## config.mk

```make
export PLATFORM = sky130hd
export DESIGN_NAME = asc_channel
export DESIGN_NICKNAME = d
export VERILOG_FILES = /design/src/asc_pkg.sv /design/src/asc_channel.sv
export VERILOG_INCLUDE_DIRS = /design/src
export SDC_FILE = /design/constraint.sdc
export NUM_CORES = 1
export LEC_CHECK = 0
export BUFFER_PORTS_ARGS = -buffer_cell sky130_fd_sc_hd__clkbuf_2
export CORE_MARGIN = 4
export CORE_UTILIZATION = 46
export DETAILED_ROUTE_END_ITERATION = 16
export PLACE_DENSITY_LB_ADDON = 0.15
export SLEW_MARGIN = 20
export SYNTH_ARGS = -nofsm -noshare
export SYNTH_HDL_FRONTEND = slang
export SYNTH_SLANG_ARGS = --single-unit
export TNS_END_PERCENT = 30
```

## constraint.sdc

```tcl
create_clock -name clk -period 3.7 [get_ports clk]
set_clock_uncertainty 0.1 [all_clocks]
set_input_delay 0.74 -clock clk [delete_from_list [all_inputs] [get_ports clk]]
set_output_delay 0.74 -clock clk [all_outputs]
set_load 0.02 [all_outputs]
```

## src/asc_map.svh

```systemverilog
`ifndef ASC_MAP_SVH
`define ASC_MAP_SVH

// command codes on the 8-bit command port (high nibble of the command byte)
`define ASC_CMD_NOP        4'h0
`define ASC_CMD_RX_RESET   4'h2
`define ASC_CMD_TX_RESET   4'h3
`define ASC_CMD_ERR_RESET  4'h4
`define ASC_CMD_BRK_START  4'h6
`define ASC_CMD_BRK_STOP   4'h7
// enable/disable fields (low nibble)
`define ASC_EN_RX_BIT      0
`define ASC_DIS_RX_BIT     1
`define ASC_EN_TX_BIT      2
`define ASC_DIS_TX_BIT     3

// bit timing, fifo depth and break end
`define ASC_OVS            5'd16
`define ASC_HALF_START     5'd7
`define ASC_FIFO_DEPTH     2'd3
`define ASC_BRK_END_EDGES  2'd2

// status bit positions of channel_status_reg
`define ASC_SR_RX_CHAR_AVAILABLE       0
`define ASC_SR_RX_FIFO_FULL_FLAG       1
`define ASC_SR_TX_HOLDING_EMPTY_FLAG       2
`define ASC_SR_TX_IDLE_FLAG       3
`define ASC_SR_OVR         4
`define ASC_SR_PAR         5
`define ASC_SR_FRM         6
`define ASC_SR_BRK         7

// parity modes
`define ASC_PAR_WITH       2'b00
`define ASC_PAR_FORCE      2'b01
`define ASC_PAR_NONE       2'b10

`endif

```

## src/asc_pkg.sv

```systemverilog
package asc_pkg;

    typedef enum logic [3:0] {
        TX_IDLE  = 4'b0001,
        TX_START = 4'b0010,
        TX_DATA  = 4'b0100,
        TX_STOP  = 4'b1000
    } asc_tx_state_t;

    typedef enum logic [4:0] {
        RX_HUNT  = 5'b00001,
        RX_START = 5'b00010,
        RX_DATA  = 5'b00100,
        RX_STOP  = 5'b01000,
        RX_BREAK = 5'b10000
    } asc_rx_state_t;

    typedef struct packed {
        logic [7:0] data;
        logic       par_err;
        logic       frm_err;
        logic       brk;
    } asc_entry_t;

endpackage

```

## src/asc_channel.sv

```systemverilog
`timescale 1ns/100ps
`include "asc_map.svh"
// ----------------------------------------------------------------
// ----------------------------------------------------------------
module asc_channel
    import asc_pkg::*;
(
    // clock and reset (clk is the crystal clock)
    input  wire logic       clk,
    input  wire logic       rst_n,
    // baud clocks, pins from outside the domain
    input  wire logic       tx_baud_clk,
    input  wire logic       rx_baud_clk,
    // command port, one-cycle strobe
    input  wire logic       cmd_wr,
    input  wire logic [7:0] cmd_code,
    // mode configuration
    input  wire logic [1:0] bits_per_char,
    input  wire logic [1:0] parity_mode,
    input  wire logic       parity_odd,
    input  wire logic [1:0] stop_bits,
    input  wire logic       tx_x1_mode,
    input  wire logic       rx_x1_mode,
    input  wire logic       block_err_mode,
    input  wire logic       rx_int_sel_full,
    input  wire logic       cts_enable,
    input  wire logic       tx_rts_ctrl,
    input  wire logic       rx_rts_ctrl,
    // cpu data access
    input  wire logic       thr_wr,
    input  wire logic [7:0] thr_data,
    input  wire logic       rhr_rd,
    output logic      [7:0] rhr_data,
    output logic      [7:0] channel_status_reg,
    output logic            rx_int_req,
    // serial pins
    input  wire logic       serial_in,
    input  wire logic       clear_to_send_n,
    output logic            serial_out,
    output logic            request_to_send_n
);

    typedef struct packed {
        logic [1:0]    s_txc, s_rxc, s_rxd, s_cts;
        logic          tx_en, rx_en, brk;
        logic          thr_full;
        logic [7:0]    tx_holding_reg;
        asc_tx_state_t tst;
        logic [9:0]    tsh;
        logic [3:0]    tbits;
        logic [4:0]    tdiv;
        logic          tpar_pend;
        logic          rts_arm;
        asc_rx_state_t rst;
        logic [4:0]    rdiv;
        logic [3:0]    rbits;
        logic [8:0]    rsh;
        logic          rx_any_high;
        logic          hold_full;
        asc_entry_t    hold;
        logic [1:0]    brk_cnt;
        asc_entry_t [2:0] fifo;
        logic [1:0]    rp, wp, cnt;
        logic [2:0]    blk_err;
        logic          ovr;
        logic          rts_n;
        logic          rx_rts_neg;
        logic          sout;
        logic [7:0]    rdo;
        logic [7:0]    sro;
        logic          irq;
    } asc_state_t;

    asc_state_t st_ff, nxt_st;

    // ----------------------------------------------------------------
    // helpers
    // ----------------------------------------------------------------
    function automatic logic [3:0] data_len(input logic [1:0] b);
        data_len = 4'd5 + {2'b00, b};
    endfunction

    function automatic logic [1:0] ptr_inc(input logic [1:0] p);
        ptr_inc = (p == 2'd2) ? 2'd0 : p + 2'd1;
    endfunction

    // parity over a masked byte; force mode sends the odd/even bit itself
    function automatic logic par_bit(input logic [7:0] d, input logic [1:0] m, input logic odd);
        par_bit = (m == `ASC_PAR_FORCE) ? odd : ((^d) ^ odd);
    endfunction

    function automatic logic [7:0] len_mask(input logic [7:0] d, input logic [1:0] b);
        len_mask = d & (8'hFF >> (3'd3 - {1'b0, b}));
    endfunction

    logic tx_tick, rx_tick;
    logic [4:0] tx_bit_len, rx_bit_len;
    logic [3:0] rx_len;
    logic [7:0] rx_byte;
    logic rx_par_err, rx_frm, rx_brk;

    // baud rising edge detection compares both sync stages, new at bit 1, old at bit 0
    assign tx_tick = st_ff.s_txc[1] & ~st_ff.s_txc[0];
    assign rx_tick = st_ff.s_rxc[1] & ~st_ff.s_rxc[0];
    assign tx_bit_len = tx_x1_mode ? 5'd1 : `ASC_OVS;
    assign rx_bit_len = rx_x1_mode ? 5'd1 : `ASC_OVS;
    assign rx_len     = data_len(bits_per_char);
    // unused high bits read as zero
    assign rx_byte    = len_mask(st_ff.rsh[7:0] >> (4'd8 - rx_len), bits_per_char);
    assign rx_par_err = (parity_mode == `ASC_PAR_WITH || parity_mode == `ASC_PAR_FORCE) &&
                        (st_ff.rsh[8] != par_bit(rx_byte, parity_mode, parity_odd));
    assign rx_frm     = ~st_ff.s_rxd[1];
    assign rx_brk     = rx_frm && !st_ff.rx_any_high;

    // ----------------------------------------------------------------
    // next-state logic
    // ----------------------------------------------------------------
    always_comb begin
        logic pop;
        logic has_par;
        logic [4:0] stop_len;
        asc_entry_t ent;
        nxt_st = st_ff;
        pop = 1'b0;
        has_par = (parity_mode == `ASC_PAR_WITH || parity_mode == `ASC_PAR_FORCE);
        stop_len = {3'b000, stop_bits} + 5'd1;
        ent = '0;
        // two-flop synchronisers, oldest at bit 0
        nxt_st.s_txc = {tx_baud_clk, st_ff.s_txc[1]};
        nxt_st.s_rxc = {rx_baud_clk, st_ff.s_rxc[1]};
        nxt_st.s_rxd = {serial_in, st_ff.s_rxd[1]};
        nxt_st.s_cts = {clear_to_send_n, st_ff.s_cts[1]};

        // command decode
        if (cmd_wr) begin
            if (cmd_code[`ASC_EN_TX_BIT])  nxt_st.tx_en = 1'b1;
            if (cmd_code[`ASC_DIS_TX_BIT]) begin
                nxt_st.tx_en = 1'b0;
                nxt_st.rts_arm = tx_rts_ctrl;
            end
            if (cmd_code[`ASC_EN_RX_BIT])  nxt_st.rx_en = 1'b1;
            if (cmd_code[`ASC_DIS_RX_BIT]) nxt_st.rx_en = 1'b0;
        end

        // ---------------- transmitter ----------------
        // writes dropped while disabled
        if (thr_wr && st_ff.tx_en && !st_ff.thr_full) begin
            nxt_st.tx_holding_reg = thr_data;
            nxt_st.thr_full = 1'b1;
        end
        if (tx_tick) begin
            unique case (st_ff.tst)
                TX_IDLE: begin
                    // start only with clear to send when cts_enable is set
                    if (st_ff.thr_full && !(cts_enable && st_ff.s_cts[0])) begin
                        nxt_st.tsh = {2'b00, len_mask(st_ff.tx_holding_reg, bits_per_char)};
                        nxt_st.tpar_pend = has_par;
                        nxt_st.thr_full = 1'b0;
                        nxt_st.tst = TX_START;
                        nxt_st.tdiv = 5'd0;
                        nxt_st.sout = 1'b0;
                    end
                end
                default: begin
                    if (st_ff.tdiv == tx_bit_len - 5'd1) begin
                        nxt_st.tdiv = 5'd0;
                        if (st_ff.tst == TX_START) begin
                            nxt_st.tst = TX_DATA;
                            nxt_st.tbits = 4'd1;
                            nxt_st.sout = st_ff.tsh[0];
                        end else if (st_ff.tst == TX_DATA && st_ff.tbits < data_len(bits_per_char)) begin
                            nxt_st.tbits = st_ff.tbits + 4'd1;
                            nxt_st.sout = st_ff.tsh[st_ff.tbits];
                        end else if (st_ff.tst == TX_DATA && st_ff.tpar_pend) begin
                            nxt_st.tpar_pend = 1'b0;
                            nxt_st.sout = par_bit(st_ff.tsh[7:0], parity_mode, parity_odd);
                        end else if (st_ff.tst == TX_DATA) begin
                            nxt_st.tst = TX_STOP;
                            nxt_st.tbits = 4'd0;
                            nxt_st.sout = 1'b1;
                        end else if ({1'b0, st_ff.tbits} + 5'd1 < stop_len) begin
                            nxt_st.tbits = st_ff.tbits + 4'd1;
                        end else begin
                            nxt_st.tst = TX_IDLE;
                        end
                    end else begin
                        nxt_st.tdiv = st_ff.tdiv + 5'd1;
                    end
                end
            endcase
        end
        // rts drops a bit after drain when disabled
        if (st_ff.rts_arm && st_ff.tst == TX_IDLE && !st_ff.thr_full && tx_tick) begin
            if (st_ff.tdiv == tx_bit_len - 5'd1) begin
                nxt_st.rts_n = 1'b1;
                nxt_st.rts_arm = 1'b0;
            end else begin
                nxt_st.tdiv = st_ff.tdiv + 5'd1;
            end
        end
        if (cmd_wr && cmd_code[7:4] == `ASC_CMD_BRK_START) nxt_st.brk = 1'b1;
        if (cmd_wr && cmd_code[7:4] == `ASC_CMD_BRK_STOP)  nxt_st.brk = 1'b0;
        if (cmd_wr && cmd_code[7:4] == `ASC_CMD_TX_RESET) begin
            nxt_st.tst = TX_IDLE;
            nxt_st.tx_en = 1'b0;
            nxt_st.thr_full = 1'b0;
            nxt_st.brk = 1'b0;
            nxt_st.sout = 1'b1;
            nxt_st.rts_arm = 1'b0;
        end

        // ---------------- receiver ----------------
        if (rhr_rd && st_ff.cnt != 2'd0) pop = 1'b1;
        if (rx_tick && st_ff.rx_en) begin
            unique case (st_ff.rst)
                RX_HUNT: begin
                    if (!st_ff.s_rxd[0]) begin
                        nxt_st.rst = RX_START;
                        nxt_st.rdiv = 5'd0;
                    end
                end
                RX_START: begin
                    if (rx_x1_mode || st_ff.rdiv == `ASC_HALF_START) begin
                        if (st_ff.s_rxd[0]) begin
                            nxt_st.rst = RX_HUNT;
                        end else begin
                            nxt_st.rst = RX_DATA;
                            nxt_st.rdiv = 5'd0;
                            nxt_st.rbits = 4'd0;
                            nxt_st.rsh = '0;
                            nxt_st.rx_any_high = 1'b0;
                            if (st_ff.hold_full && st_ff.cnt == `ASC_FIFO_DEPTH) begin
                                nxt_st.hold_full = 1'b0;
                                nxt_st.ovr = 1'b1;
                            end
                            // rts off when start seen full
                            if (rx_rts_ctrl && st_ff.cnt == `ASC_FIFO_DEPTH) begin
                                nxt_st.rx_rts_neg = 1'b1;
                            end
                        end
                    end else begin
                        nxt_st.rdiv = st_ff.rdiv + 5'd1;
                    end
                end
                RX_DATA, RX_STOP: begin
                    if (st_ff.rdiv == rx_bit_len - 5'd1) begin
                        nxt_st.rdiv = 5'd0;
                        if (st_ff.rst == RX_DATA) begin
                            nxt_st.rsh = {st_ff.s_rxd[0], st_ff.rsh[8:1]};
                            nxt_st.rx_any_high = st_ff.rx_any_high | st_ff.s_rxd[0];
                            nxt_st.rbits = st_ff.rbits + 4'd1;
                            if (st_ff.rbits + 4'd1 == rx_len + {3'b000, has_par}) begin
                                nxt_st.rst = RX_STOP;
                                if (!has_par) nxt_st.rsh = {1'b0, st_ff.s_rxd[0], st_ff.rsh[8:2]};
                            end
                        end else begin
                            ent.brk = rx_brk;
                            ent.frm_err = rx_frm;
                            ent.par_err = rx_par_err & !rx_brk;
                            ent.data = rx_brk ? 8'h00 : rx_byte;
                            nxt_st.hold = ent;
                            nxt_st.hold_full = 1'b1;
                            if (rx_brk) begin
                                nxt_st.rst = RX_BREAK;
                                nxt_st.brk_cnt = 2'd0;
                            end else if (rx_frm && rx_byte != 8'h00) begin
                                // framing error: recheck half bit later
                                nxt_st.rst = RX_START;
                                nxt_st.rdiv = 5'd0;
                            end else begin
                                nxt_st.rst = RX_HUNT;
                            end
                        end
                    end else begin
                        nxt_st.rdiv = st_ff.rdiv + 5'd1;
                    end
                end
                default: ;
            endcase
        end
        // break end after two crystal edges high
        if (st_ff.rst == RX_BREAK) begin
            if (st_ff.s_rxd[0]) begin
                nxt_st.brk_cnt = st_ff.brk_cnt + 2'd1;
                if (st_ff.brk_cnt + 2'd1 == `ASC_BRK_END_EDGES) nxt_st.rst = RX_HUNT;
            end else begin
                nxt_st.brk_cnt = 2'd0;
            end
        end

        if (pop) begin
            nxt_st.rp = ptr_inc(st_ff.rp);
            if (block_err_mode) begin
                nxt_st.blk_err = st_ff.blk_err | {st_ff.fifo[ptr_inc(st_ff.rp)].brk,
                                  st_ff.fifo[ptr_inc(st_ff.rp)].frm_err,
                                  st_ff.fifo[ptr_inc(st_ff.rp)].par_err};
            end
        end
        if (st_ff.hold_full && (st_ff.cnt != `ASC_FIFO_DEPTH || pop)) begin
            nxt_st.fifo[st_ff.wp] = st_ff.hold;
            nxt_st.wp = ptr_inc(st_ff.wp);
            nxt_st.hold_full = 1'b0;
            if (nxt_st.hold_full == 1'b0 && st_ff.cnt == 2'd0 || (pop && st_ff.cnt == 2'd1))
                nxt_st.blk_err = nxt_st.blk_err | {st_ff.hold.brk, st_ff.hold.frm_err,
                                                   st_ff.hold.par_err};
        end
        nxt_st.cnt = st_ff.cnt + {1'b0, nxt_st.wp != st_ff.wp} - {1'b0, pop};
        // rts back low once space frees
        if (st_ff.rx_rts_neg && nxt_st.cnt != `ASC_FIFO_DEPTH) nxt_st.rx_rts_neg = 1'b0;

        if (cmd_wr && cmd_code[7:4] == `ASC_CMD_ERR_RESET) begin
            nxt_st.blk_err = '0;
            nxt_st.ovr = 1'b0;
        end
        if (cmd_wr && cmd_code[7:4] == `ASC_CMD_RX_RESET) begin
            nxt_st.rx_en = 1'b0;
            nxt_st.rst = RX_HUNT;
            nxt_st.rp = 2'd0;
            nxt_st.wp = 2'd0;
            nxt_st.cnt = 2'd0;
            nxt_st.hold_full = 1'b0;
            nxt_st.blk_err = '0;
            nxt_st.ovr = 1'b0;
            nxt_st.rx_rts_neg = 1'b0;
        end
        if (!nxt_st.rx_en && nxt_st.rst != RX_BREAK) nxt_st.rst = RX_HUNT;

        // ---------------- registered outputs ----------------
        nxt_st.rdo = nxt_st.fifo[nxt_st.rp].data;
        nxt_st.sro[`ASC_SR_TX_HOLDING_EMPTY_FLAG] = nxt_st.tx_en & !nxt_st.thr_full;
        nxt_st.sro[`ASC_SR_TX_IDLE_FLAG] = nxt_st.tx_en & !nxt_st.thr_full & (nxt_st.tst == TX_IDLE);
        nxt_st.sro[`ASC_SR_RX_CHAR_AVAILABLE] = nxt_st.cnt != 2'd0;
        nxt_st.sro[`ASC_SR_RX_FIFO_FULL_FLAG] = nxt_st.cnt == `ASC_FIFO_DEPTH;
        nxt_st.sro[`ASC_SR_OVR]   = nxt_st.ovr;
        // char mode oldest entry, block mode accumulated
        if (block_err_mode) begin
            {nxt_st.sro[`ASC_SR_BRK], nxt_st.sro[`ASC_SR_FRM], nxt_st.sro[`ASC_SR_PAR]} =
                nxt_st.blk_err;
        end else begin
            ent = nxt_st.fifo[nxt_st.rp];
            nxt_st.sro[`ASC_SR_BRK] = ent.brk & (nxt_st.cnt != 2'd0);
            nxt_st.sro[`ASC_SR_FRM] = ent.frm_err & (nxt_st.cnt != 2'd0);
            nxt_st.sro[`ASC_SR_PAR] = ent.par_err & (nxt_st.cnt != 2'd0);
        end
        nxt_st.irq = rx_int_sel_full ? nxt_st.sro[`ASC_SR_RX_FIFO_FULL_FLAG] : nxt_st.sro[`ASC_SR_RX_CHAR_AVAILABLE];
        if (!nxt_st.tx_en && !nxt_st.rts_arm && nxt_st.rts_n && !tx_rts_ctrl)
            nxt_st.rts_n = 1'b0;
        if (cmd_wr && cmd_code[`ASC_EN_TX_BIT]) nxt_st.rts_n = 1'b0;
    end

    // ----------------------------------------------------------------
    // state register
    // ----------------------------------------------------------------
    always_ff @(posedge clk or negedge rst_n) begin
        if (!rst_n) begin
            st_ff <= '{s_txc: 2'b00, s_rxc: 2'b00, s_rxd: 2'b11, s_cts: 2'b11,
                       tst: TX_IDLE, rst: RX_HUNT, sout: 1'b1, default: '0};
        end else begin
            st_ff <= nxt_st;
        end
    end

    // break forces line low; tx state runs on after disable
    always_ff @(posedge clk or negedge rst_n) begin
        if (!rst_n) begin
            serial_out <= 1'b1;
        end else begin
            serial_out <= nxt_st.sout & ~nxt_st.brk;
        end
    end

    assign rhr_data           = st_ff.rdo;
    assign channel_status_reg = st_ff.sro;
    assign rx_int_req         = st_ff.irq;
    assign request_to_send_n  = st_ff.rts_n | (rx_rts_ctrl & st_ff.rx_rts_neg);

endmodule

```

==> impl_metrics.toml, run 1 <==
[yosys]
yosysSeqAreaShare = 0.474
syn_inst = 743
synthFlopType = "dfrtp_1"
netlist_area_um2 = 7620
synth_cell_type_count = 78
synth-seq-cells = 144
mappedNetlistNets = 803
yosysWarnings = 0
synth_area_leaders = "dfrtp_1 45%, mux2_2 6.2%, nand2_1 4.6%, o21ai_0 3.9%, ha_1 3.3%"
yosysTopAreaCellShare = 0.446
async_flop_share = 1.00
synth_edf_count = 0
syn_avg_cell_area_um2 = 10.3
yosys.area.top_type = "dfrtp_1"

[placement]
io_buffer_count = 57
dpl_cell_area_um2 = 8060
gp_congestion = 0.908
dp_hpwl_mm = 12.3

[die]
die_x_um = 137
start_util = 0.475
fp.dieH_um = 137
core_um2 = 16100
rows = 46
io-pin-count = 58
dieArea_um2 = 18700

[cts]
htreeDepth = 4
cts_root_buf = "clkbuf_16"
cts_resized = 0
cts_tree = "yes"
insertion_delay_ns = 0.42
clockBufferDepth = 2
cts_hold_buffers = 0
cts_sinks = 144
cts_buffers = 17
path_clk_slew_ns = 0.06
post-cts-setup-buffer-count = 0

[sta]
worst_hold_slack_ns = 0.213
worst-slew-pin-transition_ns = 0.744
fin_crit_sh = 0.862
tns_ns = 0
finalMaxSlewViolations = 0
rsz0062_at_grt = "false"
hold_viol = 0
relSlewSlack = 0.504
fmax_ghz = 0.313
setup_viol_count_final = 0
fin_crit_ns = 3.19

[pwr]
clkPwrFrac = 0.327
power_switching_w = 0.00161
power_density_nw_per_um2 = 566
switching_share = 0.332
peakVddDrop_mv = 0.464
pwr-share-seq = 0.412
leakagePower_nw = 4.01
internal_power_w = 0.00326
comb_power_share = 0.262

[finish]
largest_reg_flops = 122
final_common_cell = "dfrtp_1"
multiInputGateArea_um2 = 3660
fillerInstances = 1429
seq_area_um2 = 3610
nNetsFinal = 850
drive_above_1_share = 0.220
stdcell_area_um2 = 8610
mostFrequentLayoutCells = "136 x dfrtp_1, 93 x nand2_1, 59 x o21ai_0, 56 x clkbuf_2, 47 x nor2_1"
area_growth_pct = 13.0
num_antenna_cells = 0

[global_route]
grt_pass1_wl_mm = 28.0
grt_max_degree = 69
gr-total-overflow = 0
first_global_vias = 5791
antenna_found_initial = 0
track_usage = 0.189

[drt]
vias = 5603
dr.pass1.iters = 4
via_per_inst = 5.50
wl_mm = 16.5
antenna_left = 0
routedWlPerCell_um = 16.2
drc = 0
drtIter0Drc = 240

[worst_setup_path]
critPathCaptureType = "flop"
critPathLaunchType = "primary input"
worstPathArrival_ns = 3.40
worstSetupPathType = "in -> reg"
reg2reg_slack_ns = 0.98
critPathMaxFanout = 10
critical_path_required_ns = 3.91

[min_path]
hold_class = "in -> async"

[run_status]
status = "finished clean"

[flow_run]
cap_violations = 0
## per-stage QoR
step                      utilization  total power (W)  worst slack, ns  std cells
final                           0.536          0.00487            0.509       1019
after CTS                       0.536          0.00494            0.513       1019
after floorplan                     -          0.00296           0.0608        743
after detailed placement        0.502          0.00332           0.0841        987
after global placement          0.502          0.00329            0.271        987
after global routing            0.536          0.00517            0.256       1019
## metal layers
| layer | GRT usage | wire [um] |
|---|---|---|
| met5 | 0 | 0 |
| met4 | 0.0711 | 305 |
| met3 | 0.0368 | 508 |
| met2 | 0.328 | 8330 |
| met1 | 0.234 | 7360 |
## layout make-up
cell class | instances | share of cell area
Clock buffer | 17 | 0.0494
Clock inverter | 15 | 0.0144
Inverter | 28 | 0.0122
Multi-Input combinational cell | 528 | 0.425
Sequential cell | 144 | 0.420
Tap cell | 216 | 0.0314
Timing Repair Buffer | 71 | 0.0475
## worst max-delay path: stages
cell      delay (ns)
clkbuf_2        0.17
inv_1           0.06
ha_1            0.50
nand2_1         0.13
o21ai_0         0.27
nand2_1         0.10
ha_1            0.19
and4_1          0.22
nor4_1          0.25
nor3b_1         0.08
nor3b_1         0.28
and4b_1         0.24
a22o_1          0.17
## logic make-up after synthesis
group,synth area share
AOI/OAI and AO/OA,0.130
xor gates and xnor gates,0.0230
adders and majority gates,0.0355
buffers and inverters,0.0455
DFF,0.474
muxes,0.117
and+or+nand+nor,0.176
## power by group through the flow
| stage | Combinational, W | Sequential [W] | Clock, W |
|---|---|---|---|
| 2_1_floorplan | 0.00100 | 0.00196 | 0 |
| 3_3_place_gp | 0.00126 | 0.00203 | 0 |
| 3_5_place_dp | 0.00129 | 0.00204 | 0 |
| 4_1_cts | 0.00130 | 0.00201 | 0.00163 |
| 5_1_grt | 0.00143 | 0.00204 | 0.00170 |
| 6_report | 0.00127 | 0.00201 | 0.00159 |
## final timing paths
check,startpoint,depth (start not counted),endpoint
max in group asynchronous,rst_n,2,st_ff[17]$_DFF_PN1_
min reg2reg,nxt_st[138]$_DFF_PN1_,0,st_ff[138]$_DFF_PN1_
min in group clk,nxt_st[138]$_DFF_PN1_,0,st_ff[138]$_DFF_PN1_
max reg2reg,st_ff[108]$_DFFE_PN0P_,8,st_ff[108]$_DFFE_PN0P_
min,rst_n,1,rx_int_req$_DFF_PN0_
max,bits_per_char[1],13,st_ff[100]$_DFF_PN0_
## cell usage after synthesis (9+ instances only)
cell	instances
dfrtp_1	136
nand2_1	93
o21ai_0	59
nor2_1	47
mux2_2	42
inv_1	28
a21oi_1	25
mux2i_1	25
nand3_1	22
ha_1	20
buf_4	16
xnor2_1	15
clkbuf_1	14
nor2b_1	13
buf_2	10
nor3_1	10
nand2b_1	9
No activity file was read; power rests on OpenSTA's default activity.
==> run 2, diff against run 1 <==
Settings changed: ABC_AREA set to 1.
==> run 2 against run 1 <==
Against the previous run:
- wire length increased by 2.9%
- die area increased by 0.67%
- final cell count up 19%
- via count is 11% higher
- utilization rose by 0.31 points
- fmax up 9.8%
- count of clock-buffer cells in the layout up 5
- final area rose by 0.93%
- area after synthesis increased by 0.71%
- critical endpoint is now st_ff[96]$_DFF_PN1_
- largest cell class is now sequential cells
- largest power group unchanged
==> impl_metrics.toml, run 2 <==
[yosys]
async_flop_share = 1.00
yosysWarnings = 0
synth_edf_count = 0
synthFlopType = "dfrtp_1"
syn_avg_cell_area_um2 = 8.25
synth_cell_type_count = 57
synth-seq-cells = 144
synth_most_common_cell = "nand2_1"
mappedNetlistNets = 990
netlist_area_um2 = 7680
yosys.area.top_type = "dfrtp_1"
yosysSeqAreaShare = 0.471
synth_area_leaders = "dfrtp_1 44%, nand2_1 10%, inv_1 6.0%, o21ai_0 5.3%, nor2_1 3.9%"
yosysTopAreaCellShare = 0.443
yosys-top-cells-count = "207 x nand2_1, 136 x dfrtp_1, 122 x inv_1, 81 x o21ai_0, 80 x nor2_1"
syn_inst = 930

[cts]
path_clk_slew_ns = 0.06
insertion_delay_ns = 0.42
cts_root_buf = "clkbuf_16"
cts_resized = 0
clockBufferDepth = 2
cts_tree = "yes"
cts_buffers = 17
htreeDepth = 4
cts_sinks = 144
cts_hold_buffers = 0
post-cts-setup-buffer-count = 0

[worst_setup_path]
r2r-start = "st_ff[25]$_DFF_PN0_"
startpoint = "bits_per_char[1]"
critPathMaxFanout = 7
crit_path_cell_trace = "clkbuf_2, inv_1, ha_1, nor2_1, inv_1, nand2_1, inv_1, o21ai_0, o211ai_1, ha_1, nand4_1, nand2_1, nand2_1, o21bai_1, a21oi_1, nand3_1, nor2_2, nand2_1, nand2_1, nand2_1"
worstPathArrival_ns = 3.16
worst_r2r_path_depth = 13
crit_buf_inv = 4
critical_path_required_ns = 3.95
critPathTopFamily = "simple AND/OR/NAND/NOR gates"
critPathCaptureType = "flop"
slowest_stage = "ha_1"
worstSetupPathType = "in -> reg"
critical_path_depth = 20
slowest_delay_ns = 0.29
critPathLaunchType = "primary input"
crit_path_frequent_cell = "nand2_1"

[global_route]
antenna_found_initial = 0
first_global_vias = 6113
grt_pass1_wl_mm = 29.1
gr-total-overflow = 0
grt_max_degree = 80
track_usage = 0.195

[pwr]
design_power_total_w = 0.00522
power_density_nw_per_um2 = 601
peakVddDrop_mv = 0.390
leakagePower_nw = 4.45
power_switching_w = 0.00180
pwr-share-seq = 0.394
comb_power_share = 0.291
switching_share = 0.346
internal_power_w = 0.00342
clkPwrFrac = 0.315

[drt]
antenna_left = 0
drtIter0Drc = 370
routedWlPerCell_um = 14.0
wl_mm = 17.0
dr.pass1.iters = 5
vias = 6222
drc = 0
via_per_inst = 5.13

[min_path]
hold_class = "in -> async"

[finish]
final_common_cell = "nand2_1"
fillerInstances = 1543
mostFrequentLayoutCells = "207 x nand2_1, 136 x dfrtp_1, 122 x inv_1, 81 x o21ai_0, 80 x nor2_1"
area_growth_pct = 13.2
nNetsFinal = 1046
drive_above_1_share = 0.171
largest_reg_flops = 122
stdcell_area_um2 = 8690
fin_util = 0.539
num_antenna_cells = 0

[sta]
hold_viol = 0
finalMaxSlewViolations = 0
rsz0062_at_grt = "false"
fin_crit_ns = 2.91
fin_crit_sh = 0.785
worst-slew-pin-transition_ns = 1.01
relSlewSlack = 0.324
tns_ns = 0
fmax_ghz = 0.344
worst_hold_slack_ns = 0.253
setup_viol_count_final = 0

[run_status]
status = "finished clean"

[placement]
gp_congestion = 0.877
dp_hpwl_mm = 12.6
dpl_cell_area_um2 = 8120
io_buffer_count = 57

[die]
fp.dieH_um = 137
rows = 46
die_x_um = 137
io-pin-count = 58
core_um2 = 16100
start_util = 0.476
dieArea_um2 = 18800

[flow_run]
cap_violations = 0
## run 2: cell count changes after synthesis, moves of 8 or more
cell,previous run,this run
nand2_1,93,207
inv_1,28,122
mux2_2,42,9
nor2_1,47,80
mux2i_1,25,1
nand3_1,22,44
o21ai_0,59,81
inv_2,0,13
nor2b_1,13,0
clkbuf_1,14,4
nand2b_1,9,0
nand4_1,2,11
nor2_2,1,10
o2bb2ai_1,8,0
## run 2: cell families after synthesis
family / count (synthesis) / synth area share
XOR/XNOR: 18 / 0.0205
multiplexers: 10 / 0.0145
buffers and inverters: 170 / 0.0954
flip-flops: 144 / 0.471
adder cells (fa/ha/maj): 21 / 0.0352
AND/OR/NAND/NOR: 385 / 0.221
AO/OA/AOI/OAI: 182 / 0.142
## run 2: stage by stage
stage	instances	worst slack, ns
after floorplan	930	0.845
after global placement	1183	0.488
after detailed placement	1183	0.388
after CTS	1214	0.807
after global routing	1214	0.442
final	1214	0.795
## run 2: cell type report
class                   count  area [um^2]  share of cell area
clock buffers              22          484              0.0557
clock inverters             9         82.6             0.00950
inverters                 137          519              0.0598
multi-input cells         616         3330               0.383
flip-flops and latches    144         3610               0.416
well taps                 216          270              0.0311
repair buffers             70          389              0.0448
## run 2: per-layer routing
metal | up-vias | GRT usage | part of all wire
met1 | 2934 | 0.257 | 0.47
li1 | 3134 | - | -
met5 | - | 0 | 0
met2 | 133 | 0.316 | 0.47
met4 | 0 | 0.0615 | 0.016
met3 | 21 | 0.0515 | 0.044
## run 2: power by group through the flow
stage	clock, W	combinational (W)	sequential [W]
final	0.00164	0.00152	0.00206
after CTS	0.00168	0.00154	0.00206
after detailed placement	0	0.00154	0.00208
after global routing	0.00176	0.00177	0.00209
after floorplan	0	0.00121	0.00203
after global placement	0	0.00151	0.00208
## run 2: path summary, 6_finish.rpt
check	endpoint	slack (ns)
worst max-delay path	st_ff[96]$_DFF_PN1_	0.79
worst min-delay path	rhr_data[1]$_DFF_PN0_	0.25
worst max register to register	channel_status_reg[7]$_DFF_PN0_	1.22
worst min register to register	st_ff[138]$_DFF_PN1_	0.26
max in group asynchronous	st_ff[122]$_DFF_PN1_	2.35
min in group clk	st_ff[138]$_DFF_PN1_	0.26
## run 2: worst reg2reg max path, cell delays in order (launching register included)
cell and delay [ns]:
dfrtp_1 0.41, nand3_1 0.11, nand2_2 0.14, ha_1 0.31, inv_1 0.03, ha_1 0.17
xnor2_1 0.13, xor2_1 0.17, or2_1 0.24, nand2_1 0.08, inv_1 0.06, nor2_1 0.19
o211ai_1 0.12, o21ai_1 0.14
==> run 3, diff against run 2 <==
Clock period 3.7 ns to 2.3 ns, I/O delays scaled along.
==> run 3 against run 2 <==
Against the previous run:
- critical path depth shrank 2
- worst setup slack worse by 0.78 ns
- die area did not move
- highest routed layer unchanged
- wire length up 1.4%
- critical endpoint is now st_ff[100]$_DFF_PN0_
- final area grew 8.2%
==> impl_metrics.toml, run 3 (synthesized netlist as in run 2, its figures left out) <==
[pwr]
power_density_nw_per_um2 = 984
leakagePower_nw = 4.76
peakVddDrop_mv = 0.821

[finish]
final_common_cell = "nand2_1"
num_antenna_cells = 0
largest_reg_flops = 122
fillerInstances = 1502
area_growth_pct = 22.5
fin_util = 0.584
mostFrequentLayoutCells = "204 x nand2_1, 135 x dfrtp_1, 114 x inv_1, 78 x nor2_1, 73 x o21ai_0"
drive_above_1_share = 0.242
nNetsFinal = 1098

[global_route]
antenna_found_initial = 0
grt_max_degree = 67
gr-total-overflow = 0
first_global_vias = 6027
track_usage = 0.196
grt_pass1_wl_mm = 29.0

[drt]
drtIter0Drc = 267
dr.pass1.iters = 4
antenna_left = 0
routedWlPerCell_um = 13.6
wl_mm = 17.2
vias = 6323
via_per_inst = 4.99
drc = 0

[placement]
io_buffer_count = 57
dp_hpwl_mm = 12.8
gp_congestion = 0.862

[worst_setup_path]
rr_endpoint = "channel_status_reg[7]$_DFF_PN0_"
critPathLaunchType = "primary input"
critPathCaptureType = "flop"
startpoint = "bits_per_char[0]"
critical_path_required_ns = 2.51
reg2reg_slack_ns = 0.03
critPathMaxFanout = 6
worstSetupPathType = "in -> reg"
worstPathArrival_ns = 2.50
worst_r2r_path_depth = 13
crit_end = "st_ff[100]$_DFF_PN0_"
r2r-start = "st_ff[24]$_DFF_PN0_"

[die]
dieArea_um2 = 18800
fp.dieH_um = 137
core_um2 = 16100
rows = 46
die_x_um = 137
io-pin-count = 58
start_util = 0.476

[sta]
relSlewSlack = 0.669
fin_crit_ns = 2.29
setup_viol_count_final = 0
worst_hold_slack_ns = 0.0409
fin_crit_sh = 0.995
hold_viol = 0
fmax_ghz = 0.437
worst-slew-pin-transition_ns = 0.496
rsz0062_at_grt = "true"
finalMaxSlewViolations = 0

[min_path]
hold_class = "in -> reg"

[flow_run]
cap_violations = 0

[cts]
cts_tree = "yes"
htreeDepth = 4
cts_sinks = 144
cts_buffers = 17
insertion_delay_ns = 0.42
path_clk_slew_ns = 0.06
clockBufferDepth = 2
cts_root_buf = "clkbuf_16"

[run_status]
status = "finished clean"
[run 3: cell count changes in the layout (fill, tap and decap cells not counted), moves of 5 or more]
cell / delta
ha_1: -5
inv_2: +5
buf_4: +45
buf_12: +5
inv_1: -8
o21ai_0: -8
o21ai_1: +7
[run 3: routing by layer]
metal  vias up  track usage  share of wire
li1       3250            -              -
met2       130        0.320           0.48
met5         -            0              0
met1      2917        0.257           0.46
met4         0       0.0643          0.018
met3        26       0.0486          0.045
[run 3: what timing repair did]
item | in CTS | in global routing
pin swaps | 5 | 24
setup endpoints to repair | 6 | 16
gates resized for setup | 4 | 39
cloned | 0 | 0
hold endpoints to repair | 30 | 0
hold buffers | 3 | 0
buffers inserted | 2 | 2
[run 3: area by class of cell]
cell class                 count  area [um^2]  area share
clock inverter                13          210      0.0224
tap                          216          270      0.0287
clock buffer                  19          443      0.0471
multi-input combinational    616         3470       0.369
inverter                     137          537      0.0571
timing repair buffer         122          858      0.0913
sequential                   144         3610       0.384
[run 3: critical path, cell delays in order]
cell and delay, ns:
buf_12 0.09, inv_12 0.03, ha_4 0.26, inv_2 0.04
nor2_1 0.07, inv_1 0.08, nand2_4 0.12, inv_4 0.05
o211ai_1 0.22, ha_2 0.22, nand4_1 0.09, nand2_1 0.10
nand2_1 0.06, o21bai_1 0.19, a21oi_2 0.11, nand3_2 0.10
nor2_4 0.04, o21a_1 0.16
[run 3: how the worst min path moves through the flow]
stage	start	end	slack [ns]	depth (start not counted)
6_report	rx_baud_clk	nxt_st[142]$_DFF_PN0_	0.04	1
5_1_grt	rx_baud_clk	nxt_st[142]$_DFF_PN0_	0.01	1
4_1_cts	tx_baud_clk	nxt_st[144]$_DFF_PN0_	0.02	1
3_5_place_dp	rst_n	rhr_data[1]$_DFF_PN0_	0.25	1
3_3_place_gp	nxt_st[138]$_DFF_PN1_	st_ff[138]$_DFF_PN1_	0.25	0
2_1_floorplan	rst_n	channel_status_reg[0]$_DFF_PN0_	0.06	0
[run 3: metrics by stage]
| stage | area [um^2] | std cells | TNS, ns | power, W | worst slack [ns] |
|---|---|---|---|---|---|
| 3_5_place_dp | 8550 | 1228 | -6.35 | 0.00613 | -0.512 |
| 5_1_grt | 9400 | 1267 | -0.533 | 0.00993 | -0.108 |
| 6_report | 9400 | 1267 | 0 | 0.00925 | 0.0112 |
| 2_1_floorplan | 7720 | 930 | -0.302 | 0.00524 | -0.131 |
| 4_1_cts | 9270 | 1265 | -0.0384 | 0.00924 | -0.0384 |
| 3_3_place_gp | 8550 | 1228 | -5.57 | 0.00607 | -0.474 |
[run 3: report_power, final]
part           switching [W]  total, W  internal (W)
Sequential          0.000282   0.00327       0.00299
Clock                0.00108   0.00304       0.00196
Combinational        0.00170   0.00294       0.00124
Total                0.00306   0.00925       0.00619
